$ cat config.mk
export PLATFORM = sky130hd
export DESIGN_NAME = audio_port_frame_sync_pins
export DESIGN_NICKNAME = d
export VERILOG_FILES = /design/src/logic/fs_pins_pkg.sv /design/src/logic/audio_port_frame_sync_pins.sv /design/src/logic/fs_pin_cell.sv
export SDC_FILE = /design/constraint.sdc
export NUM_CORES = 1
export LEC_CHECK = 0
export ABC_AREA = 1
export ABC_CLOCK_PERIOD_IN_PS = 2900
export BUFFER_PORTS_ARGS = -buffer_cell sky130_fd_sc_hd__buf_2
export CAP_MARGIN = 10
export CORE_UTILIZATION = 45
export CTS_CLUSTER_DIAMETER = 80
export DETAILED_ROUTE_END_ITERATION = 16
export PLACE_DENSITY = 0.74
export REMOVE_ABC_BUFFERS = 1
export SLEW_MARGIN = 20
export SYNTH_ARGS = -nofsm -noshare
export SYNTH_HDL_FRONTEND = slang
export SYNTH_HIERARCHICAL = 1
export SYNTH_SLANG_ARGS = --single-unit
$ cat constraint.sdc
create_clock -name sys_clk_i -period 2.9 [get_ports sys_clk_i]
set_input_delay 0.29 -clock sys_clk_i [delete_from_list [all_inputs] [get_ports sys_clk_i]]
set_output_delay 0.29 -clock sys_clk_i [all_outputs]
set_load 0.01 [all_outputs]
$ cat src/logic/fs_pins_pkg.sv
// Purpose: Shared constants and types for the frame-sync pin function block
// Assumes: 100 MHz system clock, all pin and bit-clock inputs asynchronous
// Notes:   Pin function codes are used by the top and the pin cell
package fs_pins_pkg;

  // Function selected for each frame-sync pin
  typedef enum logic [2:0] {
    PIN_GP_OFF    = 3'b000,
    PIN_GP_IN     = 3'b001,
    PIN_GP_OUT    = 3'b010,
    PIN_SYNC_IN   = 3'b011,
    PIN_SYNC_OUT  = 3'b100,
    PIN_FLAG_IN   = 3'b101,
    PIN_FLAG_OUT  = 3'b110,
    PIN_BUF_EN    = 3'b111
  } pin_func_t;

  // General-purpose line direction codes
  localparam logic [1:0] GP_DIR_OFF = 2'h0;
  localparam logic [1:0] GP_DIR_IN  = 2'h1;
  localparam logic [1:0] GP_DIR_OUT = 2'h2;

  // Synchroniser depth and reset values
  localparam int         SYNC_STAGES    = 2;
  localparam logic       FLAG_RESET     = 1'h0;
  localparam logic [1:0] SYNC_RESET     = 2'h0;

  // System clock and bit-clock timing
  localparam int SYS_CLK_MHZ      = 100;
  localparam int MIN_BCLK_NS      = 80;
  localparam int MIN_BCLK_CYCLES  = (MIN_BCLK_NS * SYS_CLK_MHZ + 999) / 1000;

endpackage

$ cat src/logic/audio_port_frame_sync_pins.sv
// Purpose: Pin function logic for the receive and transmit frame-sync pins
// Assumes: Control bits come from logic on sys_clk_i; pins and bit clock are asynchronous
// Notes:   Flag updates follow the frame-sync or slot strobe edge seen on sys_clk_i
// What this block does
// - Async mode: receive pin is receiver frame sync
// - Sync mode, buffer select clear: flag one
// - Sync, buffer select and direction: buffer enable out
// - Flag direction comes from receive direction bit
// - Output flag drives pin from output flag one
// - Output flag updates on frame or slot
// - Input flag captured on frame or slot
// - Sync mode: transmit pin serves both directions
// - Async mode: transmit pin serves transmitters only
// - Transmit pin direction from transmit direction bit
// - Port lines individually input, output or off
// - Reset leaves both pins disconnected port lines
`timescale 1ns/10ps
module audio_port_frame_sync_pins (
  // Clock and reset
  input  wire logic       sys_clk_i,
  input  wire logic       rst_i,
  // Mode and direction controls
  input  wire logic       port_enable_i,
  input  wire logic       sync_mode_select_i,
  input  wire logic       tx_buffer_enable_select_i,
  input  wire logic       rx_frame_sync_direction_i,
  input  wire logic       tx_frame_sync_direction_i,
  input  wire logic       network_mode_i,
  input  wire logic       output_flag_one_i,
  // General-purpose controls for port line one and port line four
  input  wire logic [1:0] port_line_one_dir_i,
  input  wire logic [1:0] port_line_four_dir_i,
  input  wire logic       port_line_one_out_i,
  input  wire logic       port_line_four_out_i,
  // Internal frame syncs, slot strobe and transmit buffer enable
  input  wire logic       rx_frame_sync_line_i,
  input  wire logic       tx_frame_sync_line_i,
  input  wire logic       slot_strobe_i,
  input  wire logic       tx_buffer_active_i,
  // Receive frame-sync pin
  input  wire logic       receive_frame_sync_pin_i,
  output logic            receive_frame_sync_pin_o,
  output logic            receive_frame_sync_pin_oe_o,
  // Transmit frame-sync pin
  input  wire logic       transmit_frame_sync_pin_i,
  output logic            transmit_frame_sync_pin_o,
  output logic            transmit_frame_sync_pin_oe_o,
  // Status towards software and the serial logic
  output logic            input_flag_one_o,
  output logic            rx_frame_sync_line_o,
  output logic            tx_frame_sync_line_o,
  output logic            port_line_one_in_o,
  output logic            port_line_four_in_o
);

  typedef struct packed {
    fs_pins_pkg::pin_func_t rx_func;
    fs_pins_pkg::pin_func_t tx_func;
    logic                   flag_out;
    logic                   flag_in;
    logic                   strobe_prev;
    logic                   rx_fs;
    logic                   tx_fs;
  } top_state_t;

  top_state_t state_reg;
  top_state_t state_next;
  logic       rx_level;
  logic       tx_level;
  logic       strobe;
  logic       strobe_edge;
  logic       rx_drive;
  logic       tx_drive;

  // Maps a general-purpose direction code onto a pin function
  function automatic fs_pins_pkg::pin_func_t gp_func(input logic [1:0] dir);
    case (dir)
      fs_pins_pkg::GP_DIR_IN:  gp_func = fs_pins_pkg::PIN_GP_IN;
      fs_pins_pkg::GP_DIR_OUT: gp_func = fs_pins_pkg::PIN_GP_OUT;
      default:                 gp_func = fs_pins_pkg::PIN_GP_OFF;
    endcase
  endfunction

  // Flag timing follows the transmit frame sync or the slot strobe
  assign strobe      = network_mode_i ? slot_strobe_i : state_reg.tx_fs;
  assign strobe_edge = strobe & ~state_reg.strobe_prev;

  // Function selection, flag update and frame-sync routing
  always_comb begin
    state_next = state_reg;
    if (!port_enable_i) begin
      state_next.rx_func = gp_func(port_line_one_dir_i);
      state_next.tx_func = gp_func(port_line_four_dir_i);
    end else begin
      if (!sync_mode_select_i) begin
        state_next.rx_func = rx_frame_sync_direction_i ? fs_pins_pkg::PIN_SYNC_OUT
                                                        : fs_pins_pkg::PIN_SYNC_IN;
      end else if (!tx_buffer_enable_select_i) begin
        state_next.rx_func = rx_frame_sync_direction_i ? fs_pins_pkg::PIN_FLAG_OUT
                                                        : fs_pins_pkg::PIN_FLAG_IN;
      end else if (rx_frame_sync_direction_i) begin
        state_next.rx_func = fs_pins_pkg::PIN_BUF_EN;
      end else begin
        state_next.rx_func = fs_pins_pkg::PIN_GP_OFF; // Input with buffer select is undefined
      end
      state_next.tx_func = tx_frame_sync_direction_i ? fs_pins_pkg::PIN_SYNC_OUT
                                                      : fs_pins_pkg::PIN_SYNC_IN;
    end
    state_next.strobe_prev = strobe;
    if (strobe_edge) begin
      state_next.flag_out = output_flag_one_i;
      if (state_reg.rx_func == fs_pins_pkg::PIN_FLAG_IN) begin
        state_next.flag_in = rx_level;
      end
    end
    // Transmit frame sync: pin when input, internal line when output
    state_next.tx_fs = (state_reg.tx_func == fs_pins_pkg::PIN_SYNC_IN) ? tx_level
                                                                       : tx_frame_sync_line_i;
    if (sync_mode_select_i) begin
      state_next.rx_fs = state_next.tx_fs;
    end else begin
      state_next.rx_fs = (state_reg.rx_func == fs_pins_pkg::PIN_SYNC_IN) ? rx_level
                                                                         : rx_frame_sync_line_i;
    end
  end

  always_ff @(posedge sys_clk_i) begin
    if (rst_i) begin
      state_reg <= '{rx_func: fs_pins_pkg::PIN_GP_OFF, tx_func: fs_pins_pkg::PIN_GP_OFF,
                     flag_out: fs_pins_pkg::FLAG_RESET, flag_in: fs_pins_pkg::FLAG_RESET,
                     strobe_prev: 1'h0, rx_fs: 1'h0, tx_fs: 1'h0};
    end else begin
      state_reg <= state_next;
    end
  end

  // Drive values per function
  always_comb begin
    case (state_reg.rx_func)
      fs_pins_pkg::PIN_GP_OUT:   rx_drive = port_line_one_out_i;
      fs_pins_pkg::PIN_SYNC_OUT: rx_drive = rx_frame_sync_line_i;
      fs_pins_pkg::PIN_FLAG_OUT: rx_drive = state_reg.flag_out;
      fs_pins_pkg::PIN_BUF_EN:   rx_drive = tx_buffer_active_i;
      default:                   rx_drive = 1'h0;
    endcase
    case (state_reg.tx_func)
      fs_pins_pkg::PIN_GP_OUT:   tx_drive = port_line_four_out_i;
      fs_pins_pkg::PIN_SYNC_OUT: tx_drive = tx_frame_sync_line_i;
      default:                   tx_drive = 1'h0;
    endcase
  end

  // Pin cells; the partner must hold sync edges one bit clock to be seen
  fs_pin_cell u_rx_cell (
    .sys_clk_i   (sys_clk_i),
    .rst_i       (rst_i),
    .func_i      (state_reg.rx_func),
    .drive_val_i (rx_drive),
    .pin_i       (receive_frame_sync_pin_i),
    .pin_o       (receive_frame_sync_pin_o),
    .pin_oe_o    (receive_frame_sync_pin_oe_o),
    .level_o     (rx_level)
  );

  fs_pin_cell u_tx_cell (
    .sys_clk_i   (sys_clk_i),
    .rst_i       (rst_i),
    .func_i      (state_reg.tx_func),
    .drive_val_i (tx_drive),
    .pin_i       (transmit_frame_sync_pin_i),
    .pin_o       (transmit_frame_sync_pin_o),
    .pin_oe_o    (transmit_frame_sync_pin_oe_o),
    .level_o     (tx_level)
  );

  assign input_flag_one_o     = state_reg.flag_in;
  assign rx_frame_sync_line_o = state_reg.rx_fs;
  assign tx_frame_sync_line_o = state_reg.tx_fs;
  assign port_line_one_in_o   = (state_reg.rx_func == fs_pins_pkg::PIN_GP_IN) & rx_level;
  assign port_line_four_in_o  = (state_reg.tx_func == fs_pins_pkg::PIN_GP_IN) & tx_level;
endmodule

$ cat src/logic/fs_pin_cell.sv
// Purpose: One frame-sync pin: input synchroniser and output drive from a function code
// Assumes: Pin input asynchronous to sys_clk_i
// Notes:   Disconnected lines neither drive nor pass the sampled level on
`timescale 1ns/10ps
module fs_pin_cell (
  // Clock and reset
  input  wire logic                  sys_clk_i,
  input  wire logic                  rst_i,
  // Function and drive value
  input  wire fs_pins_pkg::pin_func_t func_i,
  input  wire logic                  drive_val_i,
  // Pin
  input  wire logic                  pin_i,
  output logic                       pin_o,
  output logic                       pin_oe_o,
  // Synchronised level, zero when the pin is not sampled
  output logic                       level_o
);

  typedef struct packed {
    logic [1:0] sync;
    logic       out;
    logic       oe;
  } cell_state_t;

  cell_state_t state_reg;
  cell_state_t state_next;
  logic        sampling;

  // Pin is sampled only in the input functions
  assign sampling = (func_i == fs_pins_pkg::PIN_GP_IN) || (func_i == fs_pins_pkg::PIN_SYNC_IN)
                    || (func_i == fs_pins_pkg::PIN_FLAG_IN);

  // Next state: two-stage synchroniser and registered drive
  always_comb begin
    state_next      = state_reg;
    state_next.sync = {state_reg.sync[0], pin_i};
    state_next.oe   = (func_i == fs_pins_pkg::PIN_GP_OUT) || (func_i == fs_pins_pkg::PIN_SYNC_OUT)
                      || (func_i == fs_pins_pkg::PIN_FLAG_OUT) || (func_i == fs_pins_pkg::PIN_BUF_EN);
    state_next.out  = state_next.oe & drive_val_i;
  end

  always_ff @(posedge sys_clk_i) begin
    if (rst_i) begin
      state_reg <= '{sync: fs_pins_pkg::SYNC_RESET, out: 1'h0, oe: 1'h0};
    end else begin
      state_reg <= state_next;
    end
  end

  assign pin_o    = state_reg.out;
  assign pin_oe_o = state_reg.oe;
  assign level_o  = sampling & state_reg.sync[1]; // Only the second stage is read
endmodule

* After elaboration in Yosys (flattened, before gate mapping)
Cells that the tools add are included.
** Cells by class
- Equality and inequality tests :: 18
- Muxes and demuxes :: 15
- Bitwise gates (word level) :: 8
- Reduce and logical (&&, ||, !) cells :: 11
** Operators with widths (count)
- == test 3 bit, second input constant :: 8
- 2-to-1 mux 3 bit :: 5
- == test 3 x 2 -> 1 bit, second input constant :: 4
- logical OR 1 bit :: 10
- case mux 2 bit (2 select lines) :: 2
- bitwise AND 1 bit :: 7
- == test 3 x 1 -> 1 bit, second input constant :: 2
- 2-to-1 mux 6 bit :: 1
- == test 2 x 1 -> 1 bit, second input constant :: 2
- == test 2 bit, second input constant :: 2
- 2-to-1 mux 1 bit :: 4
- case mux 1 bit (4 select lines) :: 1
- 2-to-1 mux 2 bit :: 1
- case mux 1 bit (2 select lines) :: 1
- AND reduction 2 bit :: 1
- NOT 1 bit :: 1
** Storage, ports and cells
- Register bits :: 19
- Bits of input ports :: 21
- Output and inout port bits :: 9

* Depth between registers and ports, before layout
- Word-level depth :: 6
- Depth in mapped cells :: 7
- Mapped depth without buffers :: 7

* Cells and area by module
Netlist, hierarchy kept.
** Modules (own cells, without submodules)
- audio_port_frame_sync_pins :: instances 1, cells each 85, area each 560.5 um^2
- fs_pin_cell :: instances 2, cells each 18, area each 135.1 um^2

* Worst setup path after synthesis
No wires, ideal clock.
- Kind :: flip-flop to output port
- Start point :: register state_reg[10] (netlist name)
- End point :: output port port_line_one_in_o
- Arrival :: 920 ps
- Setup slack :: 1690 ps
- Stages on the path, launching flop included :: 6
- Path through :: dfxtp_1 > nand2_1 > nand2_1 > nor2_1 > inv_1 > nor3_1
** Between the ends
- Cells in the longest elaborated chain, start to end :: 5
- Elaborated cells between the ends (all ways) :: 7
- Those cells by class :: 3 x eq/ne; 2 x bitwise; 2 x reduce/logical
** RTL lines
- from (decl) :: RTL line audio_port_frame_sync_pins.sv:66 : top_state_t state_reg;
- from (signal assigned) :: RTL line audio_port_frame_sync_pins.sv:129 : state_reg <= '{rx_func: fs_pins_pkg::PIN_GP_OFF, tx_func: fs_pins_pkg::PIN_GP_OFF,
- from (signal assigned) :: RTL line audio_port_frame_sync_pins.sv:133 : state_reg <= state_next;
- == test 3 x 1 -> 1 bit / == test 3 x 2 -> 1 bit (equally long branches) :: RTL line fs_pin_cell.sv:31 : assign sampling = (func_i == fs_pins_pkg::PIN_GP_IN) || (func_i == fs_pins_pkg::PIN_SYNC_IN)
- logical OR 1 bit :: RTL line fs_pin_cell.sv:31
- logical OR 1 bit * :: RTL line fs_pin_cell.sv:32 : || (func_i == fs_pins_pkg::PIN_FLAG_IN);
- bitwise AND 1 bit * :: RTL line fs_pin_cell.sv:53 : assign level_o = sampling & state_reg.sync[1];
- named net rx_level :: RTL line audio_port_frame_sync_pins.sv:68 : logic rx_level;
- bitwise AND 1 bit * :: RTL line audio_port_frame_sync_pins.sv:179 : assign port_line_one_in_o = (state_reg.rx_func == fs_pins_pkg::PIN_GP_IN) & rx_level;
- to (decl) :: RTL line audio_port_frame_sync_pins.sv:52 : output logic port_line_one_in_o,
Mark *: on every way through the listed nets, which the timed path passes. The rest lies on a longest branch.

* Worst setup path in the final report
Ends and elaborated chain as after synthesis.

==> results.sh <==
export IMPL_arrival_ps=1440
export IMPL_maxCapViolCount=0
export IMPL_relSlewSlack_pct=81.4
export IMPL_cp_slowest_stage_delay_ps=400
export IMPL_numPortBuffers=29
export IMPL_syn_area_per_cell_um2=6.87
export IMPL_grt_usage_pct=16.6
export IMPL_synth_top_cells_by_area="dfxtp_1 46%, inv_1 12%, nand2_1 9.9%, nor2_1 9.0%, a21oi_1 4.8%"
export IMPL_cts_hold_repair_buffers=0
export IMPL_dieWidth_um=45.0
export IMPL_setup_violations=0
export IMPL_synth_seq_area_share_pct=45.8
export IMPL_reg2reg_depth=7
export IMPL_start_util_pct=48.1
export IMPL_fin_ws_ps=1170
export IMPL_cts_path_max_buffers=2
export IMPL_avgViaCountPerCell=4.66
export IMPL_die_area_mm2=0.00202
export IMPL_synth_top_cell_area_share_pct=45.8
export IMPL_path_cells="nand2_1 -> nand2_1 -> nor2_1 -> inv_1 -> nor3_1 -> buf_2"
export IMPL_switching_share_pct=26.4
export IMPL_place_gp_congestion=0.784
export IMPL_pwr_share_clk_pct=27.5
export IMPL_peakVddDrop_v=0.000258
export IMPL_tightest_slew_ps=280
export IMPL_gr_total_overflow=0
export IMPL_critPathMostFrequentCell="nand2_1"
export IMPL_hpwl_mm=1.22
export IMPL_hold_viol=0
export IMPL_cts_setup_buffers=0
export IMPL_whs_endpoint="u_rx_cell/state_next[3]$_SDFF_PP0_"
export IMPL_reg2reg_slack_ps=1720
export IMPL_setup_tns_ps=0
export IMPL_io_pins=30
export IMPL_switchingPower_uw=126
export IMPL_postLayoutCellArea_mm2=0.00103
export IMPL_htreeDepth=1
export IMPL_holdCritStartpoint="receive_frame_sync_pin_i"
export IMPL_vias=829
export IMPL_rsz0062_at_grt="no"
export IMPL_antenna_found_initial=0
export IMPL_dr_pass1_iters=4
export IMPL_ys_warn_count=6
export IMPL_critPathKind="reg2out"
export IMPL_die_y_um=45.0
export IMPL_numCtsBuffers=3
export IMPL_core_mm2=0.00173
export IMPL_dp_slack_ps=1530
export IMPL_clock_latency_ps=300
export IMPL_routed_wl_mm=1.61
export IMPL_synth_area_um2=831
export IMPL_min_path_type="in2reg"
export IMPL_finalNetCount=176
export IMPL_largest_register_ffs=8
export IMPL_areaGrowthSynthToFinish_pct=23.9
export IMPL_drc=0
export IMPL_post_cts_resized=0
export IMPL_crit_required_ps=2610
export IMPL_cts_tree="built"
export IMPL_cts_root_buf="clkbuf_4"
export IMPL_path_max_fanout=8
export IMPL_antenna_cells=0
export IMPL_synthFlopType="dfxtp_1"
export IMPL_reg2reg_to="rx_frame_sync_line_o$_SDFF_PP0_"
export IMPL_intPower_uw=353
export IMPL_startpoint_type="flip-flop"
export IMPL_drt_iter0_drc=9
export IMPL_r2r_start="state_reg[10]$_SDFF_PP0_"
export IMPL_ant_nets=0
export IMPL_clock_skew_ps=1.11
export IMPL_p_leak_uw=0.000525
export IMPL_critPathSlowestCell="dfxtp_1"
export IMPL_slew_viol_final=0
export IMPL_drive_gt1_share_pct=24.8
export IMPL_yosys_register_bits=19
export IMPL_pwr_share_comb_pct=13.4
export IMPL_hold_depth=3
export IMPL_grt_pass1_vias=658
export IMPL_synth_edf_count=0
export IMPL_synth_area_leader_cell="dfxtp_1"
export IMPL_p_seq_share_pct=59.1
export IMPL_cts_sinks=19
export IMPL_grt_pass1_wl_mm=2.45
export IMPL_clock_fmax_mhz=579
export IMPL_period_share_pct=59.5
export IMPL_rows=15
export IMPL_status="finished, final reports clean"
export IMPL_syn_inst=121
export IMPL_drt_wirelength_per_cell_um=9.06
export IMPL_dpl_cell_area_mm2=0.00100
export IMPL_cp_end_kind="primary output"
export IMPL_synth_distinct_cells=17
export IMPL_final_min_clock_period_ps=1730
export IMPL_clk_pin_slew_ps=100
export IMPL_cellPowerDensity_mw_per_mm2=465
export IMPL_grt_max_degree=16
export IMPL_ys_async_sr_fraction_pct=0
## worst max-delay path, delay by kind of cell, from the launching register on
family,cells,cell delay (ps)
buffers and inverters,2,230
flip-flops,1,400
AND/OR/NAND/NOR,4,500
## synthesized netlist by cell type (2+ instances only)
cell	n
a21oi_1	8
dfxtp_1	19
inv_1	26
nand2_1	22
nand3_1	5
nand4_1	6
nor2_1	20
nor2_2	3
nor3_1	3
o21ai_0	2
## through the flow
step	hold slack [ps]	instances	total power [µW]	util, %
2_1_floorplan	359	120	324	-
3_3_place_gp	389	174	350	58.0
3_5_place_dp	394	174	353	58.0
4_1_cts	180	178	483	59.6
5_1_grt	179	178	505	59.6
6_report	187	178	479	59.6
## metal layers
metal | vias to the layer above | track usage (%) | wire [µm]
met5 | - | 0 | 0
met1 | 361 | 19.7 | 726
met2 | 25 | 28.7 | 787
met4 | 0 | 9.09 | 34
li1 | 438 | - | -
met3 | 5 | 2.40 | 65
## power by group through the flow
stage               sequential [µW]  clock, µW  combinational (µW)
floorplan                       290          0                33.7
global placement                288          0                62.0
detailed placement              289          0                63.8
CTS                             283        135                64.6
global route                    285        147                73.0
finish                          283        132                64.3
## placed cells by master (no fill, tap or decap), types with 5 or more instances in the layout
master and instances:
a21oi_1 8, nor2_1 20, inv_1 26, dfxtp_1 19, nand3_1 5, nand2_1 22
buf_2 29, nand4_1 6
## cell type report
| cell class | instances | area, µm² |
|---|---|---|
| fill | 177 | 697 |
| sequential | 19 | 380 |
| multi-input combinational | 74 | 344 |
| timing repair buffer | 29 | 145 |
| inverter | 27 | 101 |
| tap | 25 | 31.3 |
| clock buffer | 3 | 22.5 |
| clock inverter | 1 | 5.00 |
## how the worst max path moves through the flow
stage,startpoint,to,slack [ps]
after floorplan,state_reg[10]$_SDFF_PP0_,port_line_one_in_o,1690
after global placement,state_reg[10]$_SDFF_PP0_,port_line_one_in_o,1630
after detailed placement,state_reg[10]$_SDFF_PP0_,port_line_one_in_o,1530
after CTS,state_reg[10]$_SDFF_PP0_,port_line_one_in_o,1200
after global routing,state_reg[10]$_SDFF_PP0_,port_line_one_in_o,1090
final,state_reg[10]$_SDFF_PP0_,port_line_one_in_o,1170
## cells by family after synthesis
group           count (synthesis)  synth area share [%]
simple gates                   61                  32.1
fa+ha+maj                       1                  1.51
buf+inv                        28                  12.8
compound gates                 12                  7.83
flops                          19                  45.8
Note: power is estimated with default switching activity, not from simulation.
